===== config.mk =====
export PLATFORM = sky130hd
export DESIGN_NAME = ebu_top
export DESIGN_NICKNAME = d
export VERILOG_FILES = /design/src/hdl/ebu_pkg.sv /design/src/hdl/ebu_top.sv
export SDC_FILE = /design/constraint.sdc
export NUM_CORES = 1
export LEC_CHECK = 0
export BUFFER_PORTS_ARGS = -buffer_cell sky130_fd_sc_hd__clkbuf_2
export CAP_MARGIN = 20
export CORE_ASPECT_RATIO = 1.1
export CORE_MARGIN = 5
export CORE_UTILIZATION = 48
export DETAILED_ROUTE_END_ITERATION = 10
export PLACE_DENSITY = 0.8
export SYNTH_ARGS = -nofsm -noshare
export SYNTH_HDL_FRONTEND = slang
export SYNTH_SLANG_ARGS = --single-unit

===== constraint.sdc =====
create_clock -name sys_clk_i -period 2.8 [get_ports sys_clk_i]
set_clock_uncertainty 0.05 [all_clocks]
set_input_delay 0.14 -clock sys_clk_i [delete_from_list [all_inputs] [get_ports sys_clk_i]]
set_output_delay 0.14 -clock sys_clk_i [all_outputs]
set_load 0.005 [all_outputs]

===== src/hdl/ebu_pkg.sv =====
// Constants, carrier types and states of the external bus unit.
// Assumes one system clock domain; all pins are sampled or driven by the top module.
//
// Functional notes
// - Single-chip mode or one of four modes: 8/16-bit data, multiplexed or not.
// - Demultiplexed: address on dedicated lines, data on shared lines or their low byte.
// - Multiplexed: shared lines carry address first, then data.
// - Segment lines drive upper address; active line count selectable, 0 to 8.
// - Five chip selects: one per window plus one default select.
// - Ready input extends slow accesses; its active level is programmable.
// - Arbitration off until enabled; then claim, grant and request pins run automatically.
// - Master after reset drives grant pin; slave turns it into an input.
// - Bus timing programmable per chip-select region by timing and function settings.
// - Four address windows, each with its own bus characteristics.
// - Overlap: window four beats three, window two beats one.
// - Addresses outside all windows use the default region settings.
// - The selecting window asserts its chip select for the access.
// - Bus timing follows the rising edge of the reference clock output.
// - Bus mode switches per access according to the selected window.
// - Internal peripheral bus accesses run in single-chip mode too and drive no bus pins.
package ebu_pkg;
  localparam int AW = 24;
  localparam int DW = 16;
  localparam int NWIN = 4;
  localparam int NREG = 5;
  localparam int SEGW = 8;
  localparam int WTAGW = 12;
  localparam int LOW_AW = 16;
  // Bus modes
  localparam logic [1:0] MODE_DMX16 = 2'h0;
  localparam logic [1:0] MODE_MUX16 = 2'h1;
  localparam logic [1:0] MODE_MUX8 = 2'h2;
  localparam logic [1:0] MODE_DMX8 = 2'h3;
  // Internal peripheral bus range: address bits 23..11 equal to this tag
  localparam int LXB_LSB = 11;
  localparam logic [12:0] LXB_TAG = 13'h0400;
  localparam logic [7:0] SEG_ALL = 8'hff;
  localparam logic [7:0] BYTE_ZERO = 8'h00;
  localparam logic [3:0] CNT_ZERO = 4'h0;

  typedef struct packed {
    logic [1:0] mode;
    logic rdy_en;
    logic rdy_pol;
    logic cs_en;
    logic [1:0] addr_cyc;
    logic [3:0] wait_cyc;
  } ebu_rcfg_t;

  typedef struct packed {
    logic en;
    logic [WTAGW-1:0] base;
    logic [WTAGW-1:0] mask;
  } ebu_wcfg_t;

  typedef struct packed {
    logic req;
    logic we;
    logic [AW-1:0] addr;
    logic [DW-1:0] wdata;
  } ebu_req_t;

  typedef enum logic [4:0] {
    ST_IDLE = 5'b00001,
    ST_ADDR = 5'b00010,
    ST_DATA = 5'b00100,
    ST_DONE = 5'b01000,
    ST_HOLD = 5'b10000
  } ebu_state_t;
endpackage : ebu_pkg


===== src/hdl/ebu_top.sv =====
// External bus unit: window decode, bus sequencing, pin drive and arbitration.
// Assumes a CPU-side request held until acknowledged, and asynchronous bus pins.
`timescale 1ns/1ps
module ebu_top (
  input wire logic sys_clk_i,
  input wire logic rst_n_i,
  input ebu_pkg::ebu_req_t req_i,
  output logic ack_o,
  output logic err_o,
  output logic [ebu_pkg::DW-1:0] rdata_o,
  input wire logic ext_en_i,
  input wire logic [3:0] seg_cnt_i,
  input ebu_pkg::ebu_wcfg_t win_cfg_i [ebu_pkg::NWIN],
  input ebu_pkg::ebu_rcfg_t reg_cfg_i [ebu_pkg::NREG],
  input wire logic arb_en_i,
  input wire logic slave_i,
  output logic reference_clock_output_o,
  output logic bus_oe_o,
  output logic [ebu_pkg::LOW_AW-1:0] addr_o,
  output logic [ebu_pkg::SEGW-1:0] seg_o,
  output logic [ebu_pkg::DW-1:0] ad_o,
  output logic [ebu_pkg::DW-1:0] ad_oe_o,
  input wire logic [ebu_pkg::DW-1:0] ad_i,
  output logic [ebu_pkg::NREG-1:0] cs_n_o,
  output logic ale_o,
  output logic rd_n_o,
  output logic wr_n_o,
  input wire logic ready_i,
  input wire logic hold_n_i,
  output logic bus_claim_out_n_o,
  output logic grant_acknowledge_n_o,
  output logic grant_acknowledge_oe_o,
  input wire logic grant_acknowledge_n_i,
  output ebu_pkg::ebu_req_t lx_req_o,
  input wire logic [ebu_pkg::DW-1:0] lx_rdata_i,
  input wire logic lx_ready_i
);
  import ebu_pkg::*;

  // ----------------------------------------------------------------
  // Pin synchronisers
  // ----------------------------------------------------------------
  localparam int SYW = DW + 3;
  logic [SYW-1:0] sy1_reg;
  logic [SYW-1:0] sy2_reg;
  always_ff @(posedge sys_clk_i or negedge rst_n_i) begin
    if (!rst_n_i) begin
      sy1_reg <= '1;
      sy2_reg <= '1;
    end else begin
      sy1_reg <= {ready_i, hold_n_i, grant_acknowledge_n_i, ad_i};
      sy2_reg <= sy1_reg;
    end
  end
  wire ready_s = sy2_reg[DW+2];
  wire hold_n_s = sy2_reg[DW+1];
  wire grant_acknowledge_n_s = sy2_reg[DW];
  wire [DW-1:0] ad_s = sy2_reg[DW-1:0];

  // ----------------------------------------------------------------
  // Reference clock and bus tick
  // ----------------------------------------------------------------
  logic clk_reg;
  always_ff @(posedge sys_clk_i or negedge rst_n_i) begin
    if (!rst_n_i) begin
      clk_reg <= 1'b0;
    end else begin
      clk_reg <= ~clk_reg;
    end
  end
  // State moves only in the cycle the reference clock rises
  wire tick = ~clk_reg;

  // ----------------------------------------------------------------
  // Window decode
  // ----------------------------------------------------------------
  logic [NWIN-1:0] hit;
  for (genvar w = 0; w < NWIN; w++) begin : g_win
    assign hit[w] = win_cfg_i[w].en &&
      ((req_i.addr[AW-1:AW-WTAGW] & win_cfg_i[w].mask) ==
       (win_cfg_i[w].base & win_cfg_i[w].mask));
  end
  // Region 0 is the default; regions 1..4 follow the windows
  wire [2:0] sel = hit[3] ? 3'h4 : hit[2] ? 3'h3 :
                   hit[1] ? 3'h2 : hit[0] ? 3'h1 : 3'h0;
  wire ebu_rcfg_t sel_cfg = reg_cfg_i[sel];
  wire is_lx = req_i.addr[AW-1:LXB_LSB] == LXB_TAG;

  // ----------------------------------------------------------------
  // Sequencer
  // ----------------------------------------------------------------
  ebu_state_t st_reg;
  ebu_rcfg_t cfg_reg;
  logic [2:0] sel_reg;
  logic lx_reg;
  logic we_reg;
  logic [AW-1:0] a_reg;
  logic [DW-1:0] wd_reg;
  logic [3:0] cnt_reg;
  logic ack_reg;

  wire take = req_i.req && !ack_reg;
  wire hold_rq = arb_en_i && !slave_i && !hold_n_s;
  wire granted = !(arb_en_i && slave_i) || !grant_acknowledge_n_s;
  wire is8 = cfg_reg.mode == MODE_MUX8 || cfg_reg.mode == MODE_DMX8;
  wire ismux = cfg_reg.mode == MODE_MUX16 || cfg_reg.mode == MODE_MUX8;
  wire rdy_ok = lx_reg ? lx_ready_i :
                (!cfg_reg.rdy_en || ready_s == cfg_reg.rdy_pol);
  wire data_end = cnt_reg == CNT_ZERO && rdy_ok;
  wire [DW-1:0] rd_val = lx_reg ? lx_rdata_i :
                         is8 ? {BYTE_ZERO, ad_s[7:0]} : ad_s;

  wire in_idle = tick && st_reg == ST_IDLE;
  wire refuse = in_idle && !hold_rq && take && !is_lx && !ext_en_i;
  wire start = in_idle && !hold_rq && !refuse && take && (is_lx || granted);
  wire fin = tick && st_reg == ST_DATA && data_end;

  // ----------------------------------------------------------------
  // Request capture
  // ----------------------------------------------------------------
  // Address, data and region settings stay fixed for the whole access
  always_ff @(posedge sys_clk_i or negedge rst_n_i) begin
    if (!rst_n_i) begin
      cfg_reg <= '0;
      sel_reg <= 3'h0;
      lx_reg <= 1'b0;
      we_reg <= 1'b0;
      a_reg <= '0;
      wd_reg <= '0;
    end else if (start) begin
      cfg_reg <= sel_cfg;
      sel_reg <= sel;
      lx_reg <= is_lx;
      we_reg <= req_i.we;
      a_reg <= req_i.addr;
      wd_reg <= req_i.wdata;
    end
  end

  // ----------------------------------------------------------------
  // Completion pulses and read data
  // ----------------------------------------------------------------
  always_ff @(posedge sys_clk_i or negedge rst_n_i) begin
    if (!rst_n_i) begin
      ack_reg <= 1'b0;
      err_o <= 1'b0;
      rdata_o <= '0;
    end else begin
      ack_reg <= refuse || fin;
      err_o <= refuse;
      if (fin && !we_reg) begin
        rdata_o <= rd_val;
      end
    end
  end

  // ----------------------------------------------------------------
  // State and phase counter
  // ----------------------------------------------------------------
  always_ff @(posedge sys_clk_i or negedge rst_n_i) begin
    if (!rst_n_i) begin
      st_reg <= ST_IDLE;
      cnt_reg <= CNT_ZERO;
    end else if (tick) begin
      case (st_reg)
        ST_IDLE: begin
          if (hold_rq) begin
            st_reg <= ST_HOLD;
          end else if (start) begin
            st_reg <= ST_ADDR;
            cnt_reg <= {2'h0, sel_cfg.addr_cyc};
          end
        end
        ST_ADDR: begin
          if (cnt_reg == CNT_ZERO) begin
            st_reg <= ST_DATA;
            cnt_reg <= cfg_reg.wait_cyc;
          end else begin
            cnt_reg <= cnt_reg - 4'h1;
          end
        end
        ST_DATA: begin
          if (cnt_reg != CNT_ZERO) begin
            cnt_reg <= cnt_reg - 4'h1;
          end else if (rdy_ok) begin
            st_reg <= ST_DONE;
          end
        end
        ST_DONE: begin
          st_reg <= ST_IDLE;
        end
        ST_HOLD: begin
          if (hold_n_s) begin
            st_reg <= ST_IDLE;
          end
        end
        default: begin
          st_reg <= ST_IDLE;
        end
      endcase
    end
  end

  // ----------------------------------------------------------------
  // Pin drive
  // ----------------------------------------------------------------
  wire ext_now = (st_reg == ST_ADDR || st_reg == ST_DATA) && !lx_reg;
  wire in_addr = st_reg == ST_ADDR;
  wire in_data = st_reg == ST_DATA;
  wire [SEGW-1:0] seg_mask = ~(SEG_ALL << seg_cnt_i);
  wire [DW-1:0] dat_mask = is8 ? {BYTE_ZERO, SEG_ALL} : '1;
  wire [DW-1:0] ad_nx = (ismux && in_addr) ? a_reg[LOW_AW-1:0] :
                        is8 ? {BYTE_ZERO, wd_reg[7:0]} : wd_reg;
  wire [DW-1:0] oe_nx = !ext_now ? '0 :
                        (ismux && in_addr) ? '1 :
                        (in_data && we_reg) ? dat_mask : '0;
  logic [NREG-1:0] cs_nx;
  for (genvar r = 0; r < NREG; r++) begin : g_cs
    assign cs_nx[r] = !(ext_now && sel_reg == 3'(r) && cfg_reg.cs_en);
  end
  // A slave keeps its claim up until its access ends, and drives only while granted
  wire want_bus = arb_en_i && slave_i &&
                  ((st_reg == ST_IDLE && take && !is_lx && ext_en_i) || ext_now);
  wire bus_own = st_reg != ST_HOLD && granted;

  // ----------------------------------------------------------------
  // Reference clock and handshake outputs
  // ----------------------------------------------------------------
  always_ff @(posedge sys_clk_i or negedge rst_n_i) begin
    if (!rst_n_i) begin
      reference_clock_output_o <= 1'b0;
      ack_o <= 1'b0;
      bus_oe_o <= 1'b0;
    end else begin
      reference_clock_output_o <= clk_reg;
      ack_o <= ack_reg;
      bus_oe_o <= bus_own && ext_en_i;
    end
  end

  // ----------------------------------------------------------------
  // Address, segment and shared lines
  // ----------------------------------------------------------------
  always_ff @(posedge sys_clk_i or negedge rst_n_i) begin
    if (!rst_n_i) begin
      addr_o <= '0;
      seg_o <= '0;
      ad_o <= '0;
      ad_oe_o <= '0;
    end else begin
      addr_o <= ext_now ? a_reg[LOW_AW-1:0] : '0;
      seg_o <= ext_now ? (a_reg[AW-1:LOW_AW] & seg_mask) : '0;
      ad_o <= ad_nx;
      ad_oe_o <= oe_nx;
    end
  end

  // ----------------------------------------------------------------
  // Selects and strobes
  // ----------------------------------------------------------------
  always_ff @(posedge sys_clk_i or negedge rst_n_i) begin
    if (!rst_n_i) begin
      cs_n_o <= '1;
      ale_o <= 1'b0;
      rd_n_o <= 1'b1;
      wr_n_o <= 1'b1;
    end else begin
      cs_n_o <= cs_nx;
      ale_o <= ext_now && in_addr;
      rd_n_o <= !(ext_now && in_data && !we_reg);
      wr_n_o <= !(ext_now && in_data && we_reg);
    end
  end

  // ----------------------------------------------------------------
  // Arbitration pins
  // ----------------------------------------------------------------
  always_ff @(posedge sys_clk_i or negedge rst_n_i) begin
    if (!rst_n_i) begin
      bus_claim_out_n_o <= 1'b1;
      grant_acknowledge_n_o <= 1'b1;
      grant_acknowledge_oe_o <= 1'b1;
    end else begin
      bus_claim_out_n_o <= !want_bus;
      grant_acknowledge_n_o <= !(st_reg == ST_HOLD);
      grant_acknowledge_oe_o <= !(arb_en_i && slave_i);
    end
  end

  // ----------------------------------------------------------------
  // Internal peripheral bus
  // ----------------------------------------------------------------
  always_ff @(posedge sys_clk_i or negedge rst_n_i) begin
    if (!rst_n_i) begin
      lx_req_o <= '0;
    end else begin
      lx_req_o.req <= lx_reg && in_data;
      lx_req_o.we <= we_reg;
      lx_req_o.addr <= a_reg;
      lx_req_o.wdata <= wd_reg;
    end
  end
endmodule : ebu_top


; Yosys cells after proc, flatten, opt, wreduce, memory -nomap -nowiden
; Index checks and enable logic that the tools add are counted.
[totals]
regBits = 232
latchBits = 0
mem_bits_rw = 0
romBits = 0
in_bits = 242
out_inout_bits = 129
wordCells = 186
mem_count = 0
[classes]
add_sub_neg = 1
mul = 0
n_div = 0
magnitude_cmp = 1
n_eq_ne = 26
shift = 1
n_mux = 30
n_bitwise = 12
n_reduce_logical = 79
[ops]
columns = operator, n
row1 = two-way mux 16 bit, 9
row2 = bitwise AND 12 bit, 8
row3 = == test 12 bit, 4
row4 = logical AND 1 bit, 44
row5 = binary-select mux 11 bit (select 3 bit), 1
row6 = two-way mux 5 bit, 6
row7 = two-way mux 11 bit, 2
row8 = logical NOT 1 bit, 21
row9 = one-hot mux 5 bit (4 select lines), 1
row10 = two-way mux 4 bit, 4
row11 = "== test 13 x 11 -> 1 bit, second input constant", 1
row12 = one-hot mux 4 bit (3 select lines), 1
row13 = "inequality test 2 bit, second input constant", 5
row14 = bitwise AND 8 bit, 1
row15 = logical OR 1 bit, 8
row16 = two-way mux 8 bit, 1
row17 = inverter 8 bit, 1
row18 = "left shift 8 x 4 -> 8 bit, first input constant", 1
row19 = "== test 3 x 2 -> 1 bit, second input constant", 2
row20 = AND reduction 6 bit, 1
row21 = "== test 5 x 1 -> 1 bit, second input constant", 1
row22 = "== test 5 x 2 -> 1 bit, second input constant", 1
row23 = "== test 5 x 3 -> 1 bit, second input constant", 1
row24 = "== test 5 bit, second input constant", 1
row25 = other kinds (20), 24

; Depth between registers and ports, before layout
[depth]
word_depth = 15
mapped_depth = 10
depth_no_buf = 8

; Worst setup path after synthesis
; Ideal clock, no wire load.
[synth_timing]
path_type = register -> register
startpoint = reg st_reg[4]
endpoint = reg st_reg[2]
setup_ns = 0.128
arrival_time_ns = 1.954
required_ns = 2.622
slack_ns = 0.669
stages_incl_launch_ff = 7
n_path_buf = 0
synth_period_minus_slack_ns = 2.131
cell_sequence = dfrtp_1 > or3_1 > nor3b_1 > a21o_1 > a211o_1 > o21bai_2 > mux2_1
[synth_between]
elab_chain_len = 12
elab_cells_between_ends = 20
cone_classes = 9 x eq/ne / 1 x mux / 10 x reduce/logical
[synth_rtl]
columns = item, line_no
row1 = "start, declared", ebu_top.sv:92  ; ebu_state_t st_reg;
row2 = "start signal, assigned", ebu_top.sv:162  ; st_reg <= ST_IDLE;
row3 = "start signal, assigned", ebu_top.sv:168  ; st_reg <= ST_HOLD;
row4 = "start signal, assigned", ebu_top.sv:170  ; st_reg <= ST_ADDR;
row5 = == test 5 x 1 -> 1 bit, "ebu_top.sv:113, ebu_top.sv:165"
row6 = logical AND 1 bit, ebu_top.sv:113  ; wire in_idle = tick && st_reg == ST_IDLE;
row7 = logical AND 1 bit, "ebu_top.sv:114, ebu_top.sv:115"
row8 = logical AND 1 bit (3 in a row), ebu_top.sv:114  ; wire refuse = in_idle && !hold_rq && take && !is_lx && !ext_en_i;
row9 = logical NOT 1 bit, ebu_top.sv:115  ; wire start = in_idle && !hold_rq && !refuse && take && (is_lx || granted);
row10 = logical AND 1 bit (3 in a row), ebu_top.sv:115
row11 = inequality test 3 bit (no source line), n/a
row12 = AND reduction 6 bit (no source line), n/a
; Parallel ways exist; a longest one is shown, timed or not.
; A chain may end at the register's enable or synchronous reset.

; Final worst setup path
[layout_timing]
startpoint = in req_i[28] (netlist name)
endpoint = reg cfg_reg[6] (netlist name)
[layout_between]
elab_chain_len = 11
elab_cells_between_ends = 29
cone_classes = 5 x eq/ne / 7 x mux / 5 x bitwise / 12 x reduce/logical
[layout_rtl]
columns = item, line_no
row1 = "start, declared", ebu_top.sv:7  ; input ebu_pkg::ebu_req_t req_i,
row2 = bitwise AND 12 bit, ebu_top.sv:80  ; ((req_i.addr[AW-1:AW-WTAGW] & win_cfg_i[w].mask) ==
row3 = == test 12 bit, ebu_top.sv:80
row4 = logical AND 1 bit, ebu_top.sv:79  ; assign hit[w] = win_cfg_i[w].en &&
row5 = two-way mux 1 bit, ebu_top.sv:85  ; hit[1] ? 3'h2 : hit[0] ? 3'h1 : 3'h0;
row6 = two-way mux 2 bit, ebu_top.sv:85
row7 = two-way mux 2 bit, ebu_top.sv:84  ; wire [2:0] sel = hit[3] ? 3'h4 : hit[2] ? 3'h3 :
row8 = two-way mux 3 bit, ebu_top.sv:84
row9 = inverter 3 -> 4 bit (not written as such), ebu_top.sv:86  ; wire ebu_rcfg_t sel_cfg = reg_cfg_i[sel];
row10 = binary-select mux 11 bit (select 3 bit), ebu_top.sv:86
row11 = two-way mux 11 bit (not written as such) (2 in a row), ebu_top.sv:86
row12 = "end signal, assigned", ebu_top.sv:131  ; cfg_reg <= sel_cfg;
row13 = "end, declared", ebu_top.sv:93  ; ebu_rcfg_t cfg_reg;
; Parallel ways exist; a longest one is shown, timed or not. The select of a mux whose other input is x is not followed.

==> impl_metrics.tcl <==
set metrics [dict create \
    status "finished, final reports clean" \
    ys_ff_latch 218 \
    synth_flop_cell "dfrtp_1" \
    maxCapViolCount 0 \
    pre_cts_ws_ns 0.3590 \
    dieArea_mm2 0.02125 \
    fillers 1271 \
    numPortBuffers 370 \
    num_vias 7360 \
    finalWirelength_um 27470 \
    slowest_delay_ns 0.56 \
    ant_nets 0 \
    synth_area_mm2 0.008847 \
    hold_class "primary input to flip-flop" \
    nets 1426 \
    cts_buffers 22 \
    fp.dieH_um 152.4 \
    critical_path_class "primary input to flip-flop" \
    setup_ws_ns 0.1776 \
    power_density_mw_per_mm2 787.5 \
    viasPerCell 5.108 \
    async_reset_ff_frac 1.000 \
    crit_family "buffers and inverters" \
    syn_area_per_cell_um2 12.44 \
    gp_congestion 0.9020 \
    setup_viol 0 \
    synth_most_common_cell "dfrtp_1" \
    synth_edf_count 0 \
    dr.pass1.iters 5 \
    synth_seq_area_share 0.6235 \
    swShare 0.2909 \
    initial_core_util 0.4839 \
    p_sw_w 0.002917 \
    syn_inst 711 \
    pin_count 371 \
    finalSetupTns_ns 0 \
    crit_fanout 16 \
    num_rows 52 \
    seq_power_share 0.472 \
    end_kind "flip-flop" \
    rsz0062_at_grt "false" \
    p_int_w 0.007113 \
    die_x_um 139.4 \
    arrival_ns 2.95 \
    wl_per_cell_um 19.06 \
    final_core_util 0.6966 \
    clk_transition_reported_paths_ns 0.06 \
    largest_register_ff_count 42 \
    clock-sinks 218 \
    slowest_stage "dlygate4sd3_1" \
    drc 0 \
    cts_tree "done" \
    yosys.area.top_type_share 0.4780 \
    p_leak_nw 6.325 \
    grt_max_degree 90 \
    synth_nets 957 \
    period_share 0.9366 \
    clk_latency_ns 0.49 \
    grt_pass1_vias 7877 \
    area_growth_pct 43.95 \
    clkPwrFrac 0.288 \
    synth_top_cell_by_area "dfrtp_1" \
    cts-root-buf "clkbuf_16" \
    synth.area.top_cells "dfrtp_1 (48%), dfstp_2 (15%), mux2_2 (5.9%)" \
    crit_chain "clkbuf_2 > xor2_1 > a22oi_1 > nand4_1 > nor3_2 > buf_4 > nor2_2 > a22oi_1 > dlygate4sd3_1 > a31oi_1 > dlygate4sd3_1" \
    relSlewSlack 0.3075 \
    post-route-min-period_ns 2.622 \
    synth_cell_types 60 \
    grt_pass1_wl_um 42480 \
    dp_hpwl_um 19180 \
    power_frac_comb 0.240 \
    max_freq_mhz 381.3 \
    synthTopCellsByCount "dfrtp_1 (169), nor2_1 (51), dfstp_2 (49), xor2_1 (49)" \
    cp.required_ns 3.13 \
    antenna_found_initial 3 \
    grt_overflow 0 \
    grtUsageTotal 0.2512 \
    holdWs_ns 0.01578 \
    coreArea_mm2 0.01828 \
    drt_iter0_drc 405 \
    startpoint_type "primary input" \
    cts.path.max_buffers 3 \
    slew_violations 0 \
    peakVddDrop_mv 0.5230 \
    drive_above_1_share 0.4532 \
    tightest_slew_ns 1.031 \
    final-hold-violation-count 0 \
    htreeDepth 1 \
    yosysWarnings 0 \
    crit_buf_inv 4 \
]
## timing repair
item | CTS | global route
endpoints found under the setup margin | 0 | 5
resized for setup | 0 | 3
hold buffers | 107 | 0
buffers inserted | 0 | 3
hold endpoints to repair | 164 | 0
## layer usage
layer / global-route usage / vias to the layer above / routed length (um)
met2: 0.4544 / 328 / 14480
li1: - / 3402 / -
met3: 0.04991 / 81 / 1731
met5: 0 / - / 13
met1: 0.2814 / 3547 / 9812
met4: 0.1226 / 2 / 1425
## cell usage in the layout (no fill, tap or decap), types with 6 or more instances in the layout
cell           instances
clkbuf_2             369
dfrtp_1              169
dlygate4sd3_1        107
nor2_1                50
xor2_1                49
dfstp_2               49
nand2_1               46
mux2_2                46
a21oi_1               42
clkbuf_16             25
a22oi_1               20
and2_1                18
o21ai_0               17
inv_1                 15
buf_4                 13
nor3_1                11
nand3_1               11
nand3b_1               9
mux2i_1                9
mux2_1                 7
clkbuf_8               7
nand4_1                6
a222oi_1               6
## power groups by stage
stage	Clock [W]	Sequential (W)	Combinational, W
final	0.00289	0.00473	0.00241
after global routing	0.00309	0.00484	0.00265
after global placement	0	0.00472	0.00214
after detailed placement	0	0.00476	0.00220
after CTS	0.00292	0.00472	0.00239
after floorplan	0	0.00463	0.00108
## kinds of logic (layout without fill, tap and decap cells)
logic type | count (synthesis) | in the layout | synth area share
other | 0 | 2 | 0
AND/OR/NAND/NOR | 183 | 183 | 0.1045
flip-flops | 218 | 218 | 0.6235
AO/OA/AOI/OAI | 131 | 131 | 0.1010
adder cells (fa/ha/maj) | 4 | 4 | 0.005657
buffers and inverters | 64 | 549 | 0.03917
multiplexers | 62 | 62 | 0.07764
XOR/XNOR | 49 | 49 | 0.04851
## worst min-delay path, stage by stage
cell	delay, ns
clkbuf_2	0.09
nand3b_1	0.14
o21ai_0	0.09
a21oi_1	0.06
## cell type report
type | count | area (um2) | share of cell area
Sequential cell | 218 | 5517 | 0.4331
Tap cell | 243 | 304.0 | 0.02387
Inverter | 15 | 56.30 | 0.004421
Clock inverter | 6 | 32.53 | 0.002554
Timing Repair Buffer | 494 | 3114 | 0.2445
Multi-Input combinational cell | 429 | 3009 | 0.2363
Clock buffer | 34 | 698.2 | 0.05482
Antenna cell | 2 | 5.005 | 0.0003930
## through the flow
step           area, um2  cells  power [W]
4_1_cts            12680   1435    0.01003
5_1_grt            12740   1441    0.01058
2_1_floorplan       8847    711   0.005715
6_report           12740   1441    0.01003
3_5_place_dp       10870   1288   0.006957
3_3_place_gp       10870   1288   0.006854
## path summary, 6_finish.rpt
kind | from | endpoint | slack [ns] | cells after the start
hold / removal | reg_cfg_i[8] | cfg_reg[8]$_DFFE_PN0P_ | 0.02 | 4
setup reg to reg | st_reg[1]$_DFFE_PN0P_ | cfg_reg[6]$_DFFE_PN0P_ | 0.18 | 10
max in group asynchronous | rst_n_i | wd_reg[11]$_DFFE_PN0P_ | 1.65 | 3
setup / recovery | req_i[28] | cfg_reg[6]$_DFFE_PN0P_ | 0.18 | 11
hold reg to reg | sy1_reg[17]$_DFF_PN1_ | sy2_reg[17]$_DFF_PN1_ | 0.31 | 0
min in group asynchronous | rst_n_i | ad_o[5]$_DFF_PN0_ | 0.22 | 2
Power figures use the tool's default switching activity.
